==> config.mk <==
export PLATFORM = sky130hd
export DESIGN_NAME = lp_entry_ctrl
export DESIGN_NICKNAME = d
export VERILOG_FILES = /design/src/logic/lp_entry_pkg.sv /design/src/logic/wake_if.sv /design/src/logic/lp_entry_ctrl.sv /design/src/logic/wake_detect.sv
export SDC_FILE = /design/constraint.sdc
export NUM_CORES = 1
export LEC_CHECK = 0
export ABC_AREA = 1
export BUFFER_PORTS_ARGS = -buffer_cell sky130_fd_sc_hd__buf_2
export CAP_MARGIN = 10
export CORE_MARGIN = 4
export CORE_UTILIZATION = 38
export DETAILED_ROUTE_END_ITERATION = 16
export SYNTH_ARGS = -nofsm -noshare
export SYNTH_HDL_FRONTEND = slang
export SYNTH_SLANG_ARGS = --single-unit
==> constraint.sdc <==
create_clock -name CLK_IN -period 1.86 [get_ports CLK_IN]
set_input_delay 0.372 -clock CLK_IN [delete_from_list [all_inputs] [get_ports CLK_IN]]
set_output_delay 0.372 -clock CLK_IN [all_outputs]
set_load 0.01 [all_outputs]
==> src/logic/lp_entry_pkg.sv <==
// Constants, types and register map of the low-power entry controller
package lp_entry_pkg;
  // Clock
  localparam int CLK_PERIOD_NS = 4;
  // Least sleep reaction time; the count rounds up
  localparam int T_SLEEP_REACT_US = 50;
  localparam int SLEEP_REACT_CYC_DEF =
    (T_SLEEP_REACT_US * 1000 + CLK_PERIOD_NS - 1) / CLK_PERIOD_NS;
  // Least stable time on the local wake pin
  localparam int T_LOCAL_WAKE_US = 15;
  localparam int LOCAL_WAKE_CYC = (T_LOCAL_WAKE_US * 1000 + CLK_PERIOD_NS - 1) / CLK_PERIOD_NS;
  // Least dominant time on the bus for a remote wake
  localparam int T_BUS_DOM_US = 7;
  localparam int BUS_DOM_CYC = (T_BUS_DOM_US * 1000 + CLK_PERIOD_NS - 1) / CLK_PERIOD_NS;
  localparam int CNT_W = 16;
  // Register byte offsets
  localparam logic [7:0] STATUS_OFS = 8'h00;
  localparam logic [7:0] CTRL_OFS = 8'h04;
  localparam logic [7:0] IRQ_STATUS_OFS = 8'h08;
  localparam logic [7:0] IRQ_CLEAR_OFS = 8'h0C;
  localparam logic [7:0] IRQ_ENABLE_OFS = 8'h10;
  // Reset values
  localparam logic [1:0] CTRL_RST = 2'h3;
  localparam logic [2:0] IRQ_ENABLE_RST = 3'h0;
  // Field positions
  localparam int CTRL_LOCAL_EN_BIT = 0;
  localparam int CTRL_BUS_EN_BIT = 1;
  localparam int EVT_WAKE_BIT = 0;
  localparam int EVT_SLEEP_BIT = 1;
  localparam int EVT_REFUSE_BIT = 2;
  localparam int NUM_EVT = 3;
  // Operating modes
  typedef enum logic [2:0] {
    MODE_STANDBY,
    MODE_NORMAL,
    MODE_GO_SLEEP,
    MODE_SLEEP,
    MODE_POWER_ON_FLAG_STANDBY
  } mode_t;
endpackage : lp_entry_pkg

==> src/logic/wake_if.sv <==
// Carrier between the controller and its wake-up detector
`timescale 1ns/1ns
`default_nettype none
interface wake_if;
  logic local_en;
  logic bus_en;
  logic armed;
  logic wake_n_pin;
  logic bus_rx;
  logic wake_evt;
  modport ctrl (output local_en, output bus_en, output armed, output wake_n_pin,
    output bus_rx, input wake_evt);
  modport det (input local_en, input bus_en, input armed, input wake_n_pin,
    input bus_rx, output wake_evt);
endinterface : wake_if
`default_nettype wire

==> src/logic/lp_entry_ctrl.sv <==
// Low-power entry controller: mode pins, sleep handshake, regulator and flags
//
// Design decisions made here: the APB interface to the registers and the address map.
`timescale 1ns/1ns
`default_nettype none
module lp_entry_ctrl #(
  parameter int SLEEP_REACT_CYC = lp_entry_pkg::SLEEP_REACT_CYC_DEF
) (
  input wire logic CLK_IN,
  input wire logic RST_N_IN,
  input wire logic PSEL_IN,
  input wire logic PENABLE_IN,
  input wire logic PWRITE_IN,
  input wire logic [7:0] PADDR_IN,
  input wire logic [31:0] PWDATA_IN,
  output var logic [31:0] PRDATA_OUT,
  output var logic PREADY_OUT,
  output var logic PSLVERR_OUT,
  input wire logic LOW_POWER_SELECT_N_IN,
  input wire logic ENABLE_IN,
  input wire logic BUS_RX_IN,
  input wire logic BUS_FAULT_IN,
  input wire logic WAKE_N_IN,
  output var logic RXD_OUT,
  output var logic FAULT_N_OUT,
  output var logic REGULATOR_CONTROL_OUT,
  output var logic REGULATOR_CONTROL_OE_OUT,
  output var logic IRQ_OUT
);
  import lp_entry_pkg::*;

  typedef struct packed {
    mode_t mode;
    logic [CNT_W-1:0] sleep_cnt;
    logic wake_flag;
    logic power_on_flag;
    logic reg_on;
    logic rxd;
    logic fault_n;
    logic [1:0] ctrl;
    logic [NUM_EVT-1:0] irq_status;
    logic [NUM_EVT-1:0] irq_enable;
    logic irq;
    logic pready;
    logic pslverr;
    logic [31:0] prdata;
  } ctrl_state_t;

  ctrl_state_t st_r;
  ctrl_state_t st_nxt;
  wake_if wk ();
  logic [1:0] pins;
  logic access;
  logic wr;
  logic [NUM_EVT-1:0] evt;
  logic [NUM_EVT-1:0] clr;
  logic timer_done;

  // Wake detector is armed in every mode but normal
  assign wk.local_en = st_r.ctrl[CTRL_LOCAL_EN_BIT];
  assign wk.bus_en = st_r.ctrl[CTRL_BUS_EN_BIT];
  assign wk.armed = (st_r.mode != MODE_NORMAL);
  assign wk.wake_n_pin = WAKE_N_IN;
  assign wk.bus_rx = BUS_RX_IN;

  wake_detect u_wake (
    .clk_in(CLK_IN),
    .rst_n_in(RST_N_IN),
    .wk(wk.det)
  );

  assign pins = {LOW_POWER_SELECT_N_IN, ENABLE_IN};
  // Second access cycle answers, so read data can come from a flop
  assign access = PSEL_IN & PENABLE_IN & ~st_r.pready;
  assign wr = PSEL_IN & PENABLE_IN & st_r.pready & PWRITE_IN;
  assign timer_done = (st_r.sleep_cnt == CNT_W'(SLEEP_REACT_CYC));

  // Next state of modes, flags, registers and outputs
  always_comb begin
    st_nxt = st_r;
    evt = '0;
    clr = '0;
    // Mode pins decode; sleep leaves only by wake or normal coding
    case (st_r.mode)
      MODE_SLEEP: begin
        if (pins == 2'h3) begin
          st_nxt.mode = MODE_NORMAL;
        end else if (st_r.wake_flag) begin
          st_nxt.mode = MODE_STANDBY;
        end
      end
      MODE_GO_SLEEP: begin
        if (pins != 2'h1) begin
          st_nxt.mode = (pins == 2'h3) ? MODE_NORMAL :
            (pins == 2'h0) ? MODE_STANDBY : MODE_POWER_ON_FLAG_STANDBY;
        end else if (timer_done && !st_r.power_on_flag && !st_r.wake_flag
            && !wk.wake_evt) begin
          st_nxt.mode = MODE_SLEEP;
        end
      end
      default: begin
        case (pins)
          2'h0: st_nxt.mode = MODE_STANDBY;
          2'h1: st_nxt.mode = MODE_GO_SLEEP;
          2'h3: st_nxt.mode = MODE_NORMAL;
          default: st_nxt.mode = MODE_POWER_ON_FLAG_STANDBY;
        endcase
      end
    endcase
    // Reaction timer runs from go-to-sleep entry and saturates
    if (st_nxt.mode == MODE_GO_SLEEP && st_r.mode == MODE_GO_SLEEP) begin
      if (!timer_done) begin
        st_nxt.sleep_cnt = st_r.sleep_cnt + CNT_W'(1);
      end
    end else begin
      st_nxt.sleep_cnt = '0;
    end
    // Refusal reported once, as the timer runs out under power-on flag
    if (st_r.mode == MODE_GO_SLEEP && st_nxt.mode == MODE_GO_SLEEP
        && st_r.sleep_cnt == CNT_W'(SLEEP_REACT_CYC - 1) && st_r.power_on_flag) begin
      evt[EVT_REFUSE_BIT] = 1'b1;
    end
    // Normal mode clears both flags; a wake sets the latch otherwise
    if (st_nxt.mode == MODE_NORMAL) begin
      st_nxt.wake_flag = 1'b0;
      st_nxt.power_on_flag = 1'b0;
    end else if (wk.wake_evt) begin
      st_nxt.wake_flag = 1'b1;
    end
    // Wake has priority over the sleep release of the regulator
    if (wk.wake_evt || st_nxt.mode != MODE_SLEEP) begin
      st_nxt.reg_on = 1'b1;
    end else if (st_r.mode == MODE_GO_SLEEP) begin
      st_nxt.reg_on = 1'b0;
    end
    evt[EVT_WAKE_BIT] = wk.wake_evt;
    evt[EVT_SLEEP_BIT] = (st_nxt.mode == MODE_SLEEP) && (st_r.mode != MODE_SLEEP);
    // Flag pins follow the next mode, so they change with the mode itself
    case (st_nxt.mode)
      MODE_NORMAL: begin
        st_nxt.rxd = BUS_RX_IN;
        st_nxt.fault_n = ~BUS_FAULT_IN;
      end
      MODE_POWER_ON_FLAG_STANDBY: begin
        st_nxt.rxd = ~st_nxt.wake_flag;
        st_nxt.fault_n = ~st_nxt.power_on_flag;
      end
      default: begin
        st_nxt.rxd = ~st_nxt.wake_flag;
        st_nxt.fault_n = ~st_nxt.wake_flag;
      end
    endcase
    // Bus slave: answer one cycle into the access phase
    st_nxt.pready = access;
    st_nxt.pslverr = 1'b0;
    st_nxt.prdata = '0;
    if (access) begin
      case (PADDR_IN)
        STATUS_OFS: st_nxt.prdata = {24'h0, st_r.reg_on, st_r.power_on_flag,
          st_r.wake_flag, 2'h0, st_r.mode};
        CTRL_OFS: st_nxt.prdata = {30'h0, st_r.ctrl};
        IRQ_STATUS_OFS: st_nxt.prdata = {29'h0, st_r.irq_status};
        IRQ_CLEAR_OFS: st_nxt.prdata = '0;
        IRQ_ENABLE_OFS: st_nxt.prdata = {29'h0, st_r.irq_enable};
        default: st_nxt.pslverr = 1'b1;
      endcase
    end
    if (wr) begin
      case (PADDR_IN)
        CTRL_OFS: st_nxt.ctrl = PWDATA_IN[1:0];
        IRQ_CLEAR_OFS: clr = PWDATA_IN[NUM_EVT-1:0];
        IRQ_ENABLE_OFS: st_nxt.irq_enable = PWDATA_IN[NUM_EVT-1:0];
        default: st_nxt.ctrl = st_r.ctrl;
      endcase
    end
    // Set wins over clear so no event is lost
    st_nxt.irq_status = (st_r.irq_status & ~clr) | evt;
    st_nxt.irq = |(st_nxt.irq_status & st_nxt.irq_enable);
  end

  // Power-on: standby, power-on flag set, regulator driven
  always_ff @(posedge CLK_IN or negedge RST_N_IN) begin
    if (!RST_N_IN) begin
      st_r <= '{mode: MODE_STANDBY, sleep_cnt: '0, wake_flag: 1'b0, power_on_flag: 1'b1,
        reg_on: 1'b1, rxd: 1'b1, fault_n: 1'b1, ctrl: CTRL_RST, irq_status: '0,
        irq_enable: IRQ_ENABLE_RST, irq: 1'b0, pready: 1'b0, pslverr: 1'b0, prdata: '0};
    end else begin
      st_r <= st_nxt;
    end
  end

  // Open drain towards supply: drive high, or float
  assign REGULATOR_CONTROL_OUT = st_r.reg_on;
  assign REGULATOR_CONTROL_OE_OUT = st_r.reg_on;
  assign RXD_OUT = st_r.rxd;
  assign FAULT_N_OUT = st_r.fault_n;
  assign IRQ_OUT = st_r.irq;
  assign PREADY_OUT = st_r.pready;
  assign PSLVERR_OUT = st_r.pslverr;
  assign PRDATA_OUT = st_r.prdata;
endmodule : lp_entry_ctrl
`default_nettype wire

==> src/logic/wake_detect.sv <==
// Filtered local and remote wake-up detector
`timescale 1ns/1ns
`default_nettype none
module wake_detect (
  input wire logic clk_in,
  input wire logic rst_n_in,
  wake_if.det wk
);
  import lp_entry_pkg::*;

  typedef struct packed {
    logic ref_level;
    logic [CNT_W-1:0] local_cnt;
    logic [CNT_W-1:0] dom_cnt;
    logic wake;
  } det_state_t;

  det_state_t st_r;
  det_state_t st_nxt;

  // Edge on the wake pin must hold; bus must stay dominant long enough
  always_comb begin
    st_nxt = st_r;
    st_nxt.wake = 1'b0;
    if (wk.wake_n_pin == st_r.ref_level) begin
      st_nxt.local_cnt = '0;
    end else if (st_r.local_cnt == CNT_W'(LOCAL_WAKE_CYC - 1)) begin
      st_nxt.local_cnt = '0;
      st_nxt.ref_level = wk.wake_n_pin;
      st_nxt.wake = wk.armed & wk.local_en;
    end else begin
      st_nxt.local_cnt = st_r.local_cnt + CNT_W'(1);
    end
    // Dominant is low; one event per dominant phase, spikes filtered
    if (wk.bus_rx) begin
      st_nxt.dom_cnt = '0;
    end else if (st_r.dom_cnt != CNT_W'(BUS_DOM_CYC)) begin
      st_nxt.dom_cnt = st_r.dom_cnt + CNT_W'(1);
      if (st_r.dom_cnt == CNT_W'(BUS_DOM_CYC - 1)) begin
        st_nxt.wake = st_nxt.wake | (wk.armed & wk.bus_en);
      end
    end
  end

  always_ff @(posedge clk_in or negedge rst_n_in) begin
    if (!rst_n_in) begin
      st_r <= '{ref_level: 1'b1, local_cnt: '0, dom_cnt: '0, wake: 1'b0};
    end else begin
      st_r <= st_nxt;
    end
  end

  assign wk.wake_evt = st_r.wake;
endmodule : wake_detect
`default_nettype wire

[After elaboration in Yosys (flattened, before gate mapping)]
Cells that the tools add are included.
Operators by class
  add/subtract/negate cells: 3
  eq/ne operators: 23
  mux-type cells: 32
  bitwise logic cells: 16
  reductions and logical operators: 19
Operators by type and width (count)
  $mux 16: 5
  $add 16x1->16 const B: 3
  $mux 33: 1
  $eq 16x14->1 const B: 2
  $pmux 8 s4: 1
  $mux 3: 10
  $mux 17: 1
  $eq 16x11->1 const B: 1
  $eq 16x12->1 const B: 1
  $eq 8x4->1 const B: 2
  $ne 16x11->1 const B: 1
  $eq 3x2->1 const B: 4
  $mux 1: 11
  $pmux 3 s3: 1
  $eq 8x3->1 const B: 1
  $eq 8x5->1 const B: 1
  $logic_not 8->1: 1
  $logic_and 1x1->1: 7
  $and 1x1->1: 6
  $and 3x3->3: 2
  $ne 3x2->1 const B: 2
  $pmux 3 s2: 1
  $not 1->1: 5
  $reduce_or 5->1: 1
  18 further kinds: 22
Storage, ports and cells
  flip-flop bits (word level): 101
  input bits: 50
  output and inout bits: 39
  logic and storage cells: 111

[Depth between registers and ports, before layout]
Gate-level depths: netlist of the first run.
  depth in word-level cells: 15
  gate-level depth with buffers: 13
  depth with buffers taken out: 13

[Hierarchy]
A second synthesis of the first run with hierarchy kept.
Unflattened totals
  cells, all modules: 574
  area total of the unflattened synthesis: 4454.3 µm²
By module, submodules not included
  lp_entry_ctrl: times used 1, cells each 298, area each 2424.8 µm², seq. area each 1033.5 µm²
  wake_detect: times used 1, cells each 276, area each 2029.4 µm², seq. area each 852.1 µm²

[Worst setup path before layout of the first run]
No wires, ideal clock.
  path kind: reg2reg
  start point: reg u_wake.st_r[1] (netlist bit)
  end point: reg u_wake.st_r[13] (netlist bit)
  library setup time: 0.127 ns
  arrival time: 1.382 ns
  required time: 1.733 ns
  setup slack: 0.352 ns
  cell stages (with the launch flop): 7
  buffers on the path: 0
  period minus slack after synthesis: 1.508 ns
  path through: dfrtp_1 > ha_1 > inv_1 > nor4_2 > nand3_1 > o21ai_0 > a21oi_1
On the way
  longest elaborated chain between the ends: 3
  elaborated cells between the ends (all ways): 5
  those cells by class: add/sub (1); eq/ne (1); mux (2); reduce/logical (1)
RTL lines
  from (decl): line wake_detect.sv:18  | det_state_t st_r;
  from (signal assigned): line wake_detect.sv:47  | st_r <= '{ref_level: 1'b1, local_cnt: '0, dom_cnt: '0, wake: 1'b0};
  from (signal assigned): line wake_detect.sv:49  | st_r <= st_nxt;
  $add 16x1->16: line wake_detect.sv:38  | st_nxt.dom_cnt = st_r.dom_cnt + CNT_W'(1);
  $mux 17: line wake_detect.sv:37  | end else if (st_r.dom_cnt != CNT_W'(BUS_DOM_CYC)) begin
  $mux 16: line wake_detect.sv:35  | if (wk.bus_rx) begin
Several ways; a longest one is shown, not always the timed one. The select of a mux whose other input is x is not followed.
A chain may end at the register's enable or synchronous reset.

==> results of run 1 <==
-- routing by layer --
| metal | vias up | global-route usage | share of wire |
|---|---|---|---|
| li1 | 1663 | - | - |
| met1 | 1493 | 0.163 | 0.47 |
| met2 | 56 | 0.214 | 0.47 |
| met3 | 9 | 0.0344 | 0.046 |
| met4 | 0 | 0.0515 | 0.015 |
| met5 | - | 0 | 0 |
-- logic make-up after synthesis --
group | count (synthesis) | share of synthesized area
AO/OA/AOI/OAI | 62 | 0.0824
XOR/XNOR | 12 | 0.0245
adder cells (fa/ha/maj) | 10 | 0.0292
buffers and inverters | 110 | 0.129
flip-flops | 75 | 0.440
multiplexers | 2 | 0.00526
other | 1 | 0.000876
AND/OR/NAND/NOR | 230 | 0.288
-- layout make-up --
type,count,area (µm²)
well taps,140,175
clock inverters,7,68.8
clock buffers,9,225
multi-input cells,342,1950
inverters,75,284
fillers,1084,6090
repair buffers,43,258
flip-flops and latches,75,1890
-- path summary, 6_finish.rpt --
kind                              endpoint  slack, ns  cells past startpoint
max in group asynchronous      FAULT_N_OUT       0.75                      3
hold / removal                    st_r[35]       0.30                      3
setup reg to reg           u_wake.st_r[27]       0.17                      8
min in group asynchronous         st_r[62]       0.53                      2
setup / recovery           u_wake.st_r[27]       0.17                      8
hold reg to reg            u_wake.st_r[14]       0.46                      1
-- through the flow --
stage                     instance area, µm²  utilization
after floorplan                         4380            -
after global placement                  4510        0.413
after detailed placement                4510        0.413
after CTS                               4820        0.441
after global routing                    4850        0.443
final                                   4850        0.443
-- cells in the mapped netlist (4+ instances only) --
library cell / n
nand2_1: 73
dfrtp_1: 68
inv_1: 66
nor2_1: 49
buf_4: 33
a21oi_1: 26
nand3_1: 24
nor3_1: 19
o21ai_0: 19
nand4_1: 17
ha_1: 10
nor2_2: 9
xor2_1: 9
dfstp_2: 7
nor3_2: 7
inv_2: 6
nand2_2: 6
nor3b_1: 5
a31oi_1: 4
nand3_2: 4
-- critical path, delay by kind of cell (launching register included) --
kind            cells  cell delay [ns]
compound gates      2             0.23
fa+ha+maj           1             0.22
simple gates        4             0.66
flops               1             0.40
buf+inv             1             0.07
-- power groups by stage --
stage	clock network, µW	registers, µW	logic [µW]
after global placement	0	1720	265
after CTS	1760	1690	274
after global routing	1840	1690	310
final	1710	1690	272
after floorplan	0	1720	197
after detailed placement	0	1720	271
-- state kept, by name, indices dropped and copies added, names as in the netlist --
register and cells:
FAULT_N_OUT 1, u_wake.st_r 33, PRDATA_OUT 6, REGULATOR_CONTROL_OE_OUT 1, PREADY_OUT 1, PSLVERR_OUT 1
RXD_OUT 1, u_wake.wk.wake_evt 1, IRQ_OUT 1, st_r 29
-- what timing repair did --
| action | 4_1_cts | 5_1_grt |
|---|---|---|
| endpoints found under the setup margin | 0 | 3 |
| gates resized for setup | 0 | 5 |
| setup buffers | 0 | 2 |
| hold buffers | 1 | 0 |
| endpoints found under the hold margin | 27 | 0 |
==> flow_metrics.py, run 1 <==
metrics = {
    "worst_setup_path": {
        "start_kind": "register",
        "path_cells": "ha_2, nand3_2, nor3_2, nand3_1, nor2_2, inv_1, o21ai_0, a21oi_1",
        "crit_arrival_ns": 1.90,
        "crit_path_max_fanout": 4,
        "crit_type": "register to register",
        "reg2reg_from": "u_wake.st_r[17]",
        "crit_start": "u_wake.st_r[17]",
        "end_kind": "register",
        "cpMaxStageDelayCell": "dfrtp_1",
        "critPathMaxStageDelay_ns": 0.40,
        "required_ns": 2.07,
    },
    "die": {
        "rows": 38,
        "core_um2": 10900,
        "fp.dieW_um": 114,
        "ios": 89,
        "initial_core_util": 0.392,
        "dieHeight_um": 114,
        "dieArea_um2": 13000,
    },
    "synthesis": {
        "ys.flop_type": "dfrtp_1",
        "synth_top_area_frac": 0.397,
        "async_reset_ff_frac": 1.00,
        "yosys_warnings": 0,
        "netlist_area_um2": 4280,
        "synth_top_area_cell": "dfrtp_1",
        "synth_edf_count": 0,
        "synthTopCellsByArea": "dfrtp_1 (40%), nand2_1 (6.4%), buf_4 (5.8%), inv_1 (5.8%), dfstp_2 (4.3%)",
        "synth.avg_cell_area_um2": 8.53,
        "ys_ff_latch": 75,
        "synth_seq_area_share": 0.440,
        "ys_types": 44,
        "netlist_instances": 502,
    },
    "run": {
        "drv_cap": 0,
    },
    "place": {
        "gp_congestion": 0.885,
        "pre_cts_slack_ns": 0.0717,
        "place_inst": 672,
        "dp_hpwl_um": 6240,
        "io_buffers": 33,
    },
    "detailed_routing": {
        "vias_per_cell": 4.66,
        "ant_nets": 0,
        "drt-pass1-iter-count": 4,
        "wl_um": 8170,
        "wl_per_cell_um": 11.8,
        "num_vias": 3221,
        "initialDrtViolationCount": 172,
        "drc_errors": 0,
    },
    "finish": {
        "final_cell_mix": "nand2_1 (73), dfrtp_1 (68), inv_1 (66), nor2_1 (49), buf_2 (32)",
        "fin_cells": 691,
        "area_growth_pct": 13.2,
        "finalNetCount": 606,
        "layout_commonest_cell": "nand2_1",
        "antenna_cells": 0,
        "layout-drive-gt1-share": 0.216,
    },
    "global_routing": {
        "grt.total_usage": 0.130,
        "antenna_found_initial": 0,
        "grt_start_max_net_pins": 32,
        "grt_pass1_vias": 3145,
        "grt_first_pass_wirelength_um": 13700,
        "grt_overflow": 0,
    },
    "min_path": {
        "min-delay-start": "PWDATA_IN[0]",
        "hp-class": "input port to register",
    },
    "power": {
        "p_per_area_nw_per_um2": 758,
        "power_uw": 3680,
        "internal_power_uw": 2780,
        "irDropWorstVdd_mv": 0.366,
        "clockPowerShare": 0.466,
        "swShare": 0.243,
        "seqPwrFrac": 0.460,
        "switching_power_uw": 892,
        "p_leak_uw": 0.00218,
        "combPwrFrac": 0.074,
    },
    "timing": {
        "timing.final.crit_period_ns": 1.69,
        "min_period_over_period": 0.906,
        "fmax_mhz": 593,
        "fin_ws_ns": 0.174,
        "hold_viol": 0,
        "skew_ns": 0.00562,
        "rsz0062_at_grt": "false",
        "hold-worst-slack_ns": 0.304,
        "slew_viol_final": 0,
        "setup_viol_count_final": 0,
        "fin_setup_tns_ns": 0,
    },
    "clock_network": {
        "cts_tree": "built",
        "cts.clk_slew.worst_paths_ns": 0.06,
        "cts_buffers": 9,
        "clock_tree.root_cell": "clkbuf_16",
        "clock_latency_ns": 0.33,
        "clock-sinks": 75,
        "htree_levels": 3,
        "clockBufferDepth": 2,
    },
    "status": {
        "status": "finished, final reports clean",
    },
}
Power figures use the tool's default switching activity.
==> run 2, diff against run 1 <==
--- a/config.mk
+++ b/config.mk
@@ -11,6 +11,8 @@
 export CORE_MARGIN = 4
 export CORE_UTILIZATION = 38
 export DETAILED_ROUTE_END_ITERATION = 16
+export RECOVER_POWER = 100
+export REMOVE_ABC_BUFFERS = 1
 export SYNTH_ARGS = -nofsm -noshare
 export SYNTH_HDL_FRONTEND = slang
 export SYNTH_SLANG_ARGS = --single-unit
==> run 2 against run 1 <==
Compared with the run above:
- critical path depth unchanged
- clock skew shrank 0.0013 ns
- flip-flop and latch count stayed put
- sequential share of layout area up 0.050 points
- total power grew 4.8%
- register-to-register slack lost 0.05 ns
- non-clock buffer count increased by 1
- first-iteration DRC count shrank 2.3%
==> flow_metrics.py, run 2 (same netlist as run 1, synthesis figures left out) <==
metrics = {
    "run": {
        "drv_cap": 0,
    },
    "finish": {
        "utilization": 0.443,
        "area_growth_pct": 13.1,
        "layout-drive-gt1-share": 0.190,
        "layout_commonest_cell": "nand2_1",
        "largest_reg_flops": 33,
        "fin_cells": 692,
        "top_register": "u_wake.st_r",
        "antenna_cells": 0,
        "finalNetCount": 607,
        "final_cell_mix": "nand2_1 (73), dfrtp_1 (68), inv_1 (66), nor2_1 (49)",
    },
    "clock_network": {
        "cts_tree": "built",
        "htree_levels": 3,
        "clock_tree.root_cell": "clkbuf_16",
        "cts.clk_slew.worst_paths_ns": 0.06,
        "cts_buffers": 9,
        "clock-sinks": 75,
        "clock_latency_ns": 0.33,
        "clockBufferDepth": 2,
    },
    "min_path": {
        "hp-class": "input port to register",
    },
    "detailed_routing": {
        "drc_errors": 0,
        "wl_um": 8730,
        "initialDrtViolationCount": 168,
        "vias_per_cell": 4.78,
        "drt-pass1-iter-count": 4,
        "num_vias": 3306,
        "ant_nets": 0,
        "wl_per_cell_um": 12.6,
    },
    "power": {
        "internal_power_uw": 2930,
        "clockPowerShare": 0.492,
        "irDropWorstVdd_mv": 0.611,
        "seqPwrFrac": 0.439,
        "swShare": 0.239,
        "p_per_area_nw_per_um2": 796,
        "p_leak_uw": 0.00217,
        "combPwrFrac": 0.069,
        "switching_power_uw": 922,
    },
    "place": {
        "io_buffers": 33,
        "place_inst": 673,
        "gp_congestion": 0.869,
        "dp_hpwl_um": 6690,
    },
    "worst_setup_path": {
        "path_cells": "ha_2, nand3_2, nor3_4, nand3_1, nor2_2, nand3_2, o21ai_1, nor2_1",
        "cpMaxStageDelayCell": "dfrtp_1",
        "critPathMaxStageDelay_ns": 0.40,
        "cp_common_cell": "nand3_2",
        "crit_type": "register to register",
        "required_ns": 2.08,
        "crit_arrival_ns": 1.96,
        "end_kind": "register",
        "worst-path-buf-inv": 0,
        "crit_path_max_fanout": 4,
        "start_kind": "register",
        "path_delay_family": "simple AND/OR/NAND/NOR gates",
    },
    "timing": {
        "setup_viol_count_final": 0,
        "hold_viol": 0,
        "fmax_mhz": 577,
        "slew_headroom": 0.466,
        "worst_slew_pin_slew_ns": 0.801,
        "timing.final.crit_period_ns": 1.73,
        "hold-worst-slack_ns": 0.299,
        "min_period_over_period": 0.932,
        "skew_ns": 0.00431,
        "slew_viol_final": 0,
    },
    "die": {
        "dieHeight_um": 114,
        "initial_core_util": 0.392,
        "rows": 38,
        "core_um2": 10900,
        "fp.dieW_um": 114,
        "dieArea_um2": 13000,
        "ios": 89,
    },
    "global_routing": {
        "grt.total_usage": 0.146,
        "grt_start_max_net_pins": 34,
        "grt_pass1_vias": 3399,
        "antenna_found_initial": 0,
        "grt_overflow": 0,
        "grt_first_pass_wirelength_um": 15600,
    },
    "status": {
        "status": "finished, final reports clean",
    },
}
run 2: layout make-up:
type	count	area (µm²)
Timing Repair Buffer	44	223
Sequential cell	75	1890
Clock inverter	7	100
Fill cell	1076	6090
Tap cell	140	175
Inverter	75	284
Clock buffer	9	225
Multi-Input combinational cell	342	1950
run 2: worst paths after layout:
| kind | startpoint | to | slack [ns] | depth (start not counted) |
|---|---|---|---|---|
| max in group asynchronous | RST_N_IN | u_wake.st_r[33] | 0.25 | 3 |
| worst max register to register | u_wake.st_r[17] | u_wake.st_r[31] | 0.13 | 8 |
| worst min-delay path | PWDATA_IN[2] | st_r[37] | 0.30 | 3 |
| worst max-delay path | u_wake.st_r[17] | u_wake.st_r[31] | 0.13 | 8 |
| min in group asynchronous | RST_N_IN | st_r[58] | 0.67 | 2 |
| worst min register to register | u_wake.st_r[14] | u_wake.st_r[14] | 0.47 | 1 |
run 2: timing repair:
action	in CTS	in global routing
resized for setup	0	8
setup endpoints to repair	0	5
hold endpoints to repair	28	0
hold buffers	1	0
setup buffers	0	2
run 2: per-layer routing:
layer	vias up	global-route usage	part of all wire
met4	0	0.0523	0.016
met3	11	0.0370	0.044
li1	1678	-	-
met2	67	0.232	0.45
met5	-	0	0
met1	1550	0.195	0.48
run 2: worst register-to-register path: cells and delay by family (launching register included):
family,cells,cell delay [ns]
and+or+nand+nor,6,0.88
AOI/OAI and AO/OA,1,0.13
DFF,1,0.40
adders and majority gates,1,0.22
run 2: power groups by stage:
stage          Clock [µW]  Combinational, µW  Sequential [µW]
2_1_floorplan           0                150             1720
3_3_place_gp            0                267             1720
3_5_place_dp            0                270             1720
4_1_cts              1940                273             1690
5_1_grt              2030                304             1700
6_report             1900                264             1690
run 2: through the flow:
step | power [µW] | worst slack (ns) | setup TNS [ns] | instance area [µm²]
2_1_floorplan | 1870 | 0.352 | 0 | 4110
3_3_place_gp | 1990 | 0.0940 | 0 | 4520
3_5_place_dp | 1990 | 0.0940 | 0 | 4520
4_1_cts | 3910 | 0.104 | 0 | 4860
5_1_grt | 4030 | -0.0143 | -0.0143 | 4840
6_report | 3850 | 0.127 | 0 | 4840
==> run 3, diff against run 2 <==
--- a/config.mk
+++ b/config.mk
@@ -5,7 +5,7 @@
 export SDC_FILE = /design/constraint.sdc
 export NUM_CORES = 1
 export LEC_CHECK = 0
-export ABC_AREA = 1
+export ABC_AREA = 0
 export BUFFER_PORTS_ARGS = -buffer_cell sky130_fd_sc_hd__buf_2
 export CAP_MARGIN = 10
 export CORE_MARGIN = 4
==> constraint.sdc (replaced) <==
create_clock -name CLK_IN -period 1.8 [get_ports CLK_IN]
set_input_delay 0.36 -clock CLK_IN [delete_from_list [all_inputs] [get_ports CLK_IN]]
set_output_delay 0.36 -clock CLK_IN [all_outputs]
set_load 0.01 [all_outputs]
==> run 3 against run 2 <==
Compared with the run above:
- the run now ends with negative setup slack left
- combinational power rose by 29%
- clock skew rose by 0.0033 ns
- largest cell class unchanged
- critical path depth down 1
- register-to-register slack got worse by 0.31 ns
- sequential share of layout area decreased by 2.1 points
- wire length decreased by 3.2%
- hold slack lost 0.011 ns
- first-iteration DRC count fell by 51%
- worst setup slack worse by 0.31 ns
- core utilization is 5.5 points higher
==> flow_metrics.py, run 3 <==
metrics = {
    "status": {
        "status": "finished, violations left",
        "failed_checks": "negative setup slack",
    },
    "power": {
        "irDropWorstVdd_mv": 0.354,
        "p_per_area_nw_per_um2": 686,
        "p_leak_uw": 0.00233,
    },
    "timing": {
        "slew_headroom": 0.383,
        "fin_ws_ns": -0.184,
        "timing.final.crit_period_ns": 1.98,
        "fin_setup_tns_ns": -1.87,
        "skew_ns": 0.00759,
        "slew_viol_final": 0,
        "setup_viol_count_final": 18,
        "hold-worst-slack_ns": 0.288,
        "fmax_mhz": 504,
        "hold_viol": 0,
        "worst_slew_pin_slew_ns": 0.925,
        "min_period_over_period": 1.10,
        "rsz0062_at_grt": "true",
    },
    "finish": {
        "finalNetCount": 585,
        "area_growth_pct": 28.3,
        "top_register": "u_wake.st_r",
        "fin_cells": 666,
        "utilization": 0.498,
        "final_cell_mix": "dfrtp_1 (68), nor2_1 (66), buf_4 (64), conb_1 (26), nand2_1 (24)",
        "antenna_cells": 0,
        "layout-drive-gt1-share": 0.300,
        "fillers": 987,
        "layout_commonest_cell": "dfrtp_1",
        "largest_reg_flops": 33,
    },
    "worst_setup_path": {
        "required_ns": 2.04,
        "worst-path-buf-inv": 1,
        "path_cells": "or4bb_4, nor4_4, buf_6, and2_4, nor3_1, xnor2_1, nor2_1",
        "crit_path_max_fanout": 5,
        "path_delay_family": "simple AND/OR/NAND/NOR gates",
        "start_kind": "register",
        "crit_type": "register to register",
        "critPathMaxStageDelay_ns": 0.57,
        "end_kind": "register",
        "cpMaxStageDelayCell": "or4bb_4",
        "crit_arrival_ns": 2.23,
    },
    "detailed_routing": {
        "drt-pass1-iter-count": 4,
        "initialDrtViolationCount": 83,
        "wl_um": 8450,
        "num_vias": 3163,
        "wl_per_cell_um": 12.7,
        "drc_errors": 0,
        "ant_nets": 0,
        "vias_per_cell": 4.75,
    },
    "die": {
        "initial_core_util": 0.388,
        "core_um2": 10300,
        "ios": 89,
        "dieArea_um2": 12200,
        "fp.dieW_um": 110,
        "dieHeight_um": 110,
        "rows": 37,
    },
    "clock_network": {
        "htree_levels": 3,
        "clock_tree.root_cell": "clkbuf_8",
        "clockBufferDepth": 2,
        "clock_latency_ns": 0.35,
        "cts.clk_slew.worst_paths_ns": 0.08,
        "clock-sinks": 75,
        "cts_buffers": 9,
        "cts_tree": "built",
    },
    "place": {
        "dp_hpwl_um": 6190,
        "place_inst": 635,
        "gp_congestion": 0.867,
        "pre_cts_slack_ns": -0.229,
        "io_buffers": 33,
    },
    "global_routing": {
        "antenna_found_initial": 0,
        "grt.total_usage": 0.144,
        "grt_pass1_vias": 3183,
        "grt_overflow": 0,
        "grt_start_max_net_pins": 39,
        "grt_first_pass_wirelength_um": 14600,
    },
    "run": {
        "drv_cap": 0,
    },
    "synthesis": {
        "synth_seq_area_share": 0.473,
        "ys_ff_latch": 75,
        "synth_commonest_cells": "dfrtp_1 (68), nor2_1 (68), buf_4 (34)",
        "netlist_area_um2": 3990,
        "synth_top_area_frac": 0.427,
        "async_reset_ff_frac": 1.00,
        "synth.avg_cell_area_um2": 9.70,
        "netlist_instances": 411,
        "synth_edf_count": 0,
        "synth_top_area_cell": "dfrtp_1",
        "ys.flop_type": "dfrtp_1",
        "yosys_warnings": 0,
        "ys_types": 51,
        "synthTopCellsByArea": "dfrtp_1 (43%), buf_4 (6.4%), nor2_1 (6.4%), dfstp_2 (4.6%), xnor2_1 (4.4%)",
    },
    "min_path": {
        "hp-class": "input port to register",
    },
}
[run 3: cell types whose count changed in the layout (fill, tap and decap cells not counted), moves of 14 or more]
cell / previous run / this run
inv_1: 66 / 13
xnor2_1: 3 / 20
a21oi_1: 26 / 9
buf_4: 4 / 64
o21ai_0: 19 / 5
nor2_1: 49 / 66
nand2_1: 73 / 24
[run 3: worst register-to-register path: stages (launching register included)]
cell and delay, ns:
dfrtp_1 0.39, or4bb_4 0.57, nor4_4 0.28, buf_6 0.17, and2_4 0.19, nor3_1 0.07
xnor2_1 0.16, nor2_1 0.05
[run 3: cell type report]
type | count | area [µm²] | area share
multi-input cells | 308 | 2020 | 0.394
flip-flops and latches | 75 | 1890 | 0.369
repair buffers | 116 | 768 | 0.150
well taps | 136 | 170 | 0.0333
clock buffers | 10 | 128 | 0.0249
clock inverters | 6 | 90.1 | 0.0176
inverters | 15 | 56.3 | 0.0110
[run 3: repair_timing]
action,4_1_cts,5_1_grt
setup buffers,11,5
pin swaps,23,20
hold buffers,1,0
resized for setup,16,27
endpoints found under the hold margin,35,0
setup endpoints to repair,17,39
[run 3: power by group]
group,switching (µW),internal (µW)
logic,194,146
clock network,631,783
registers,34.4,1720
total,860,2650
[run 3: per-stage QoR]
stage | total power [µW] | area [µm²]
2_1_floorplan | 1920 | 3810
3_3_place_gp | 2090 | 4680
3_5_place_dp | 2100 | 4680
4_1_cts | 3560 | 5050
5_1_grt | 3700 | 5120
6_report | 3510 | 5120
[run 3: final timing paths]
| kind | slack (ns) | cells after the start | startpoint | endpoint |
|---|---|---|---|---|
| max | -0.18 | 7 | u_wake.st_r[14] | u_wake.st_r[10] |
| min | 0.29 | 2 | PWDATA_IN[0] | st_r[41] |
| max reg2reg | -0.18 | 7 | u_wake.st_r[14] | u_wake.st_r[10] |
| min reg2reg | 0.52 | 1 | st_r[38] | st_r[38] |
| max in group asynchronous | 0.14 | 3 | RST_N_IN | RXD_OUT |
| min in group asynchronous | 0.68 | 2 | RST_N_IN | u_wake.st_r[7] |
[run 3: metal layers]
| layer | global-route usage | vias to the layer above | wire length (µm) |
|---|---|---|---|
| met1 | 0.185 | 1537 | 3750 |
| met4 | 0.0525 | 0 | 101 |
| li1 | - | 1566 | - |
| met3 | 0.0307 | 9 | 361 |
| met2 | 0.239 | 51 | 4240 |
| met5 | 0 | - | 0 |
[run 3: logic make-up (layout without fill, tap and decap cells)]
| group | Yosys count | in the layout | share of synthesized area |
|---|---|---|---|
| buf+inv | 53 | 147 | 0.0822 |
| simple gates | 187 | 187 | 0.237 |
| other cells | 1 | 26 | 0.000940 |
| flops | 75 | 75 | 0.473 |
| compound gates | 34 | 34 | 0.0574 |
| mux | 10 | 10 | 0.0279 |
| xor+xnor | 40 | 40 | 0.0879 |
| fa+ha+maj | 11 | 11 | 0.0339 |
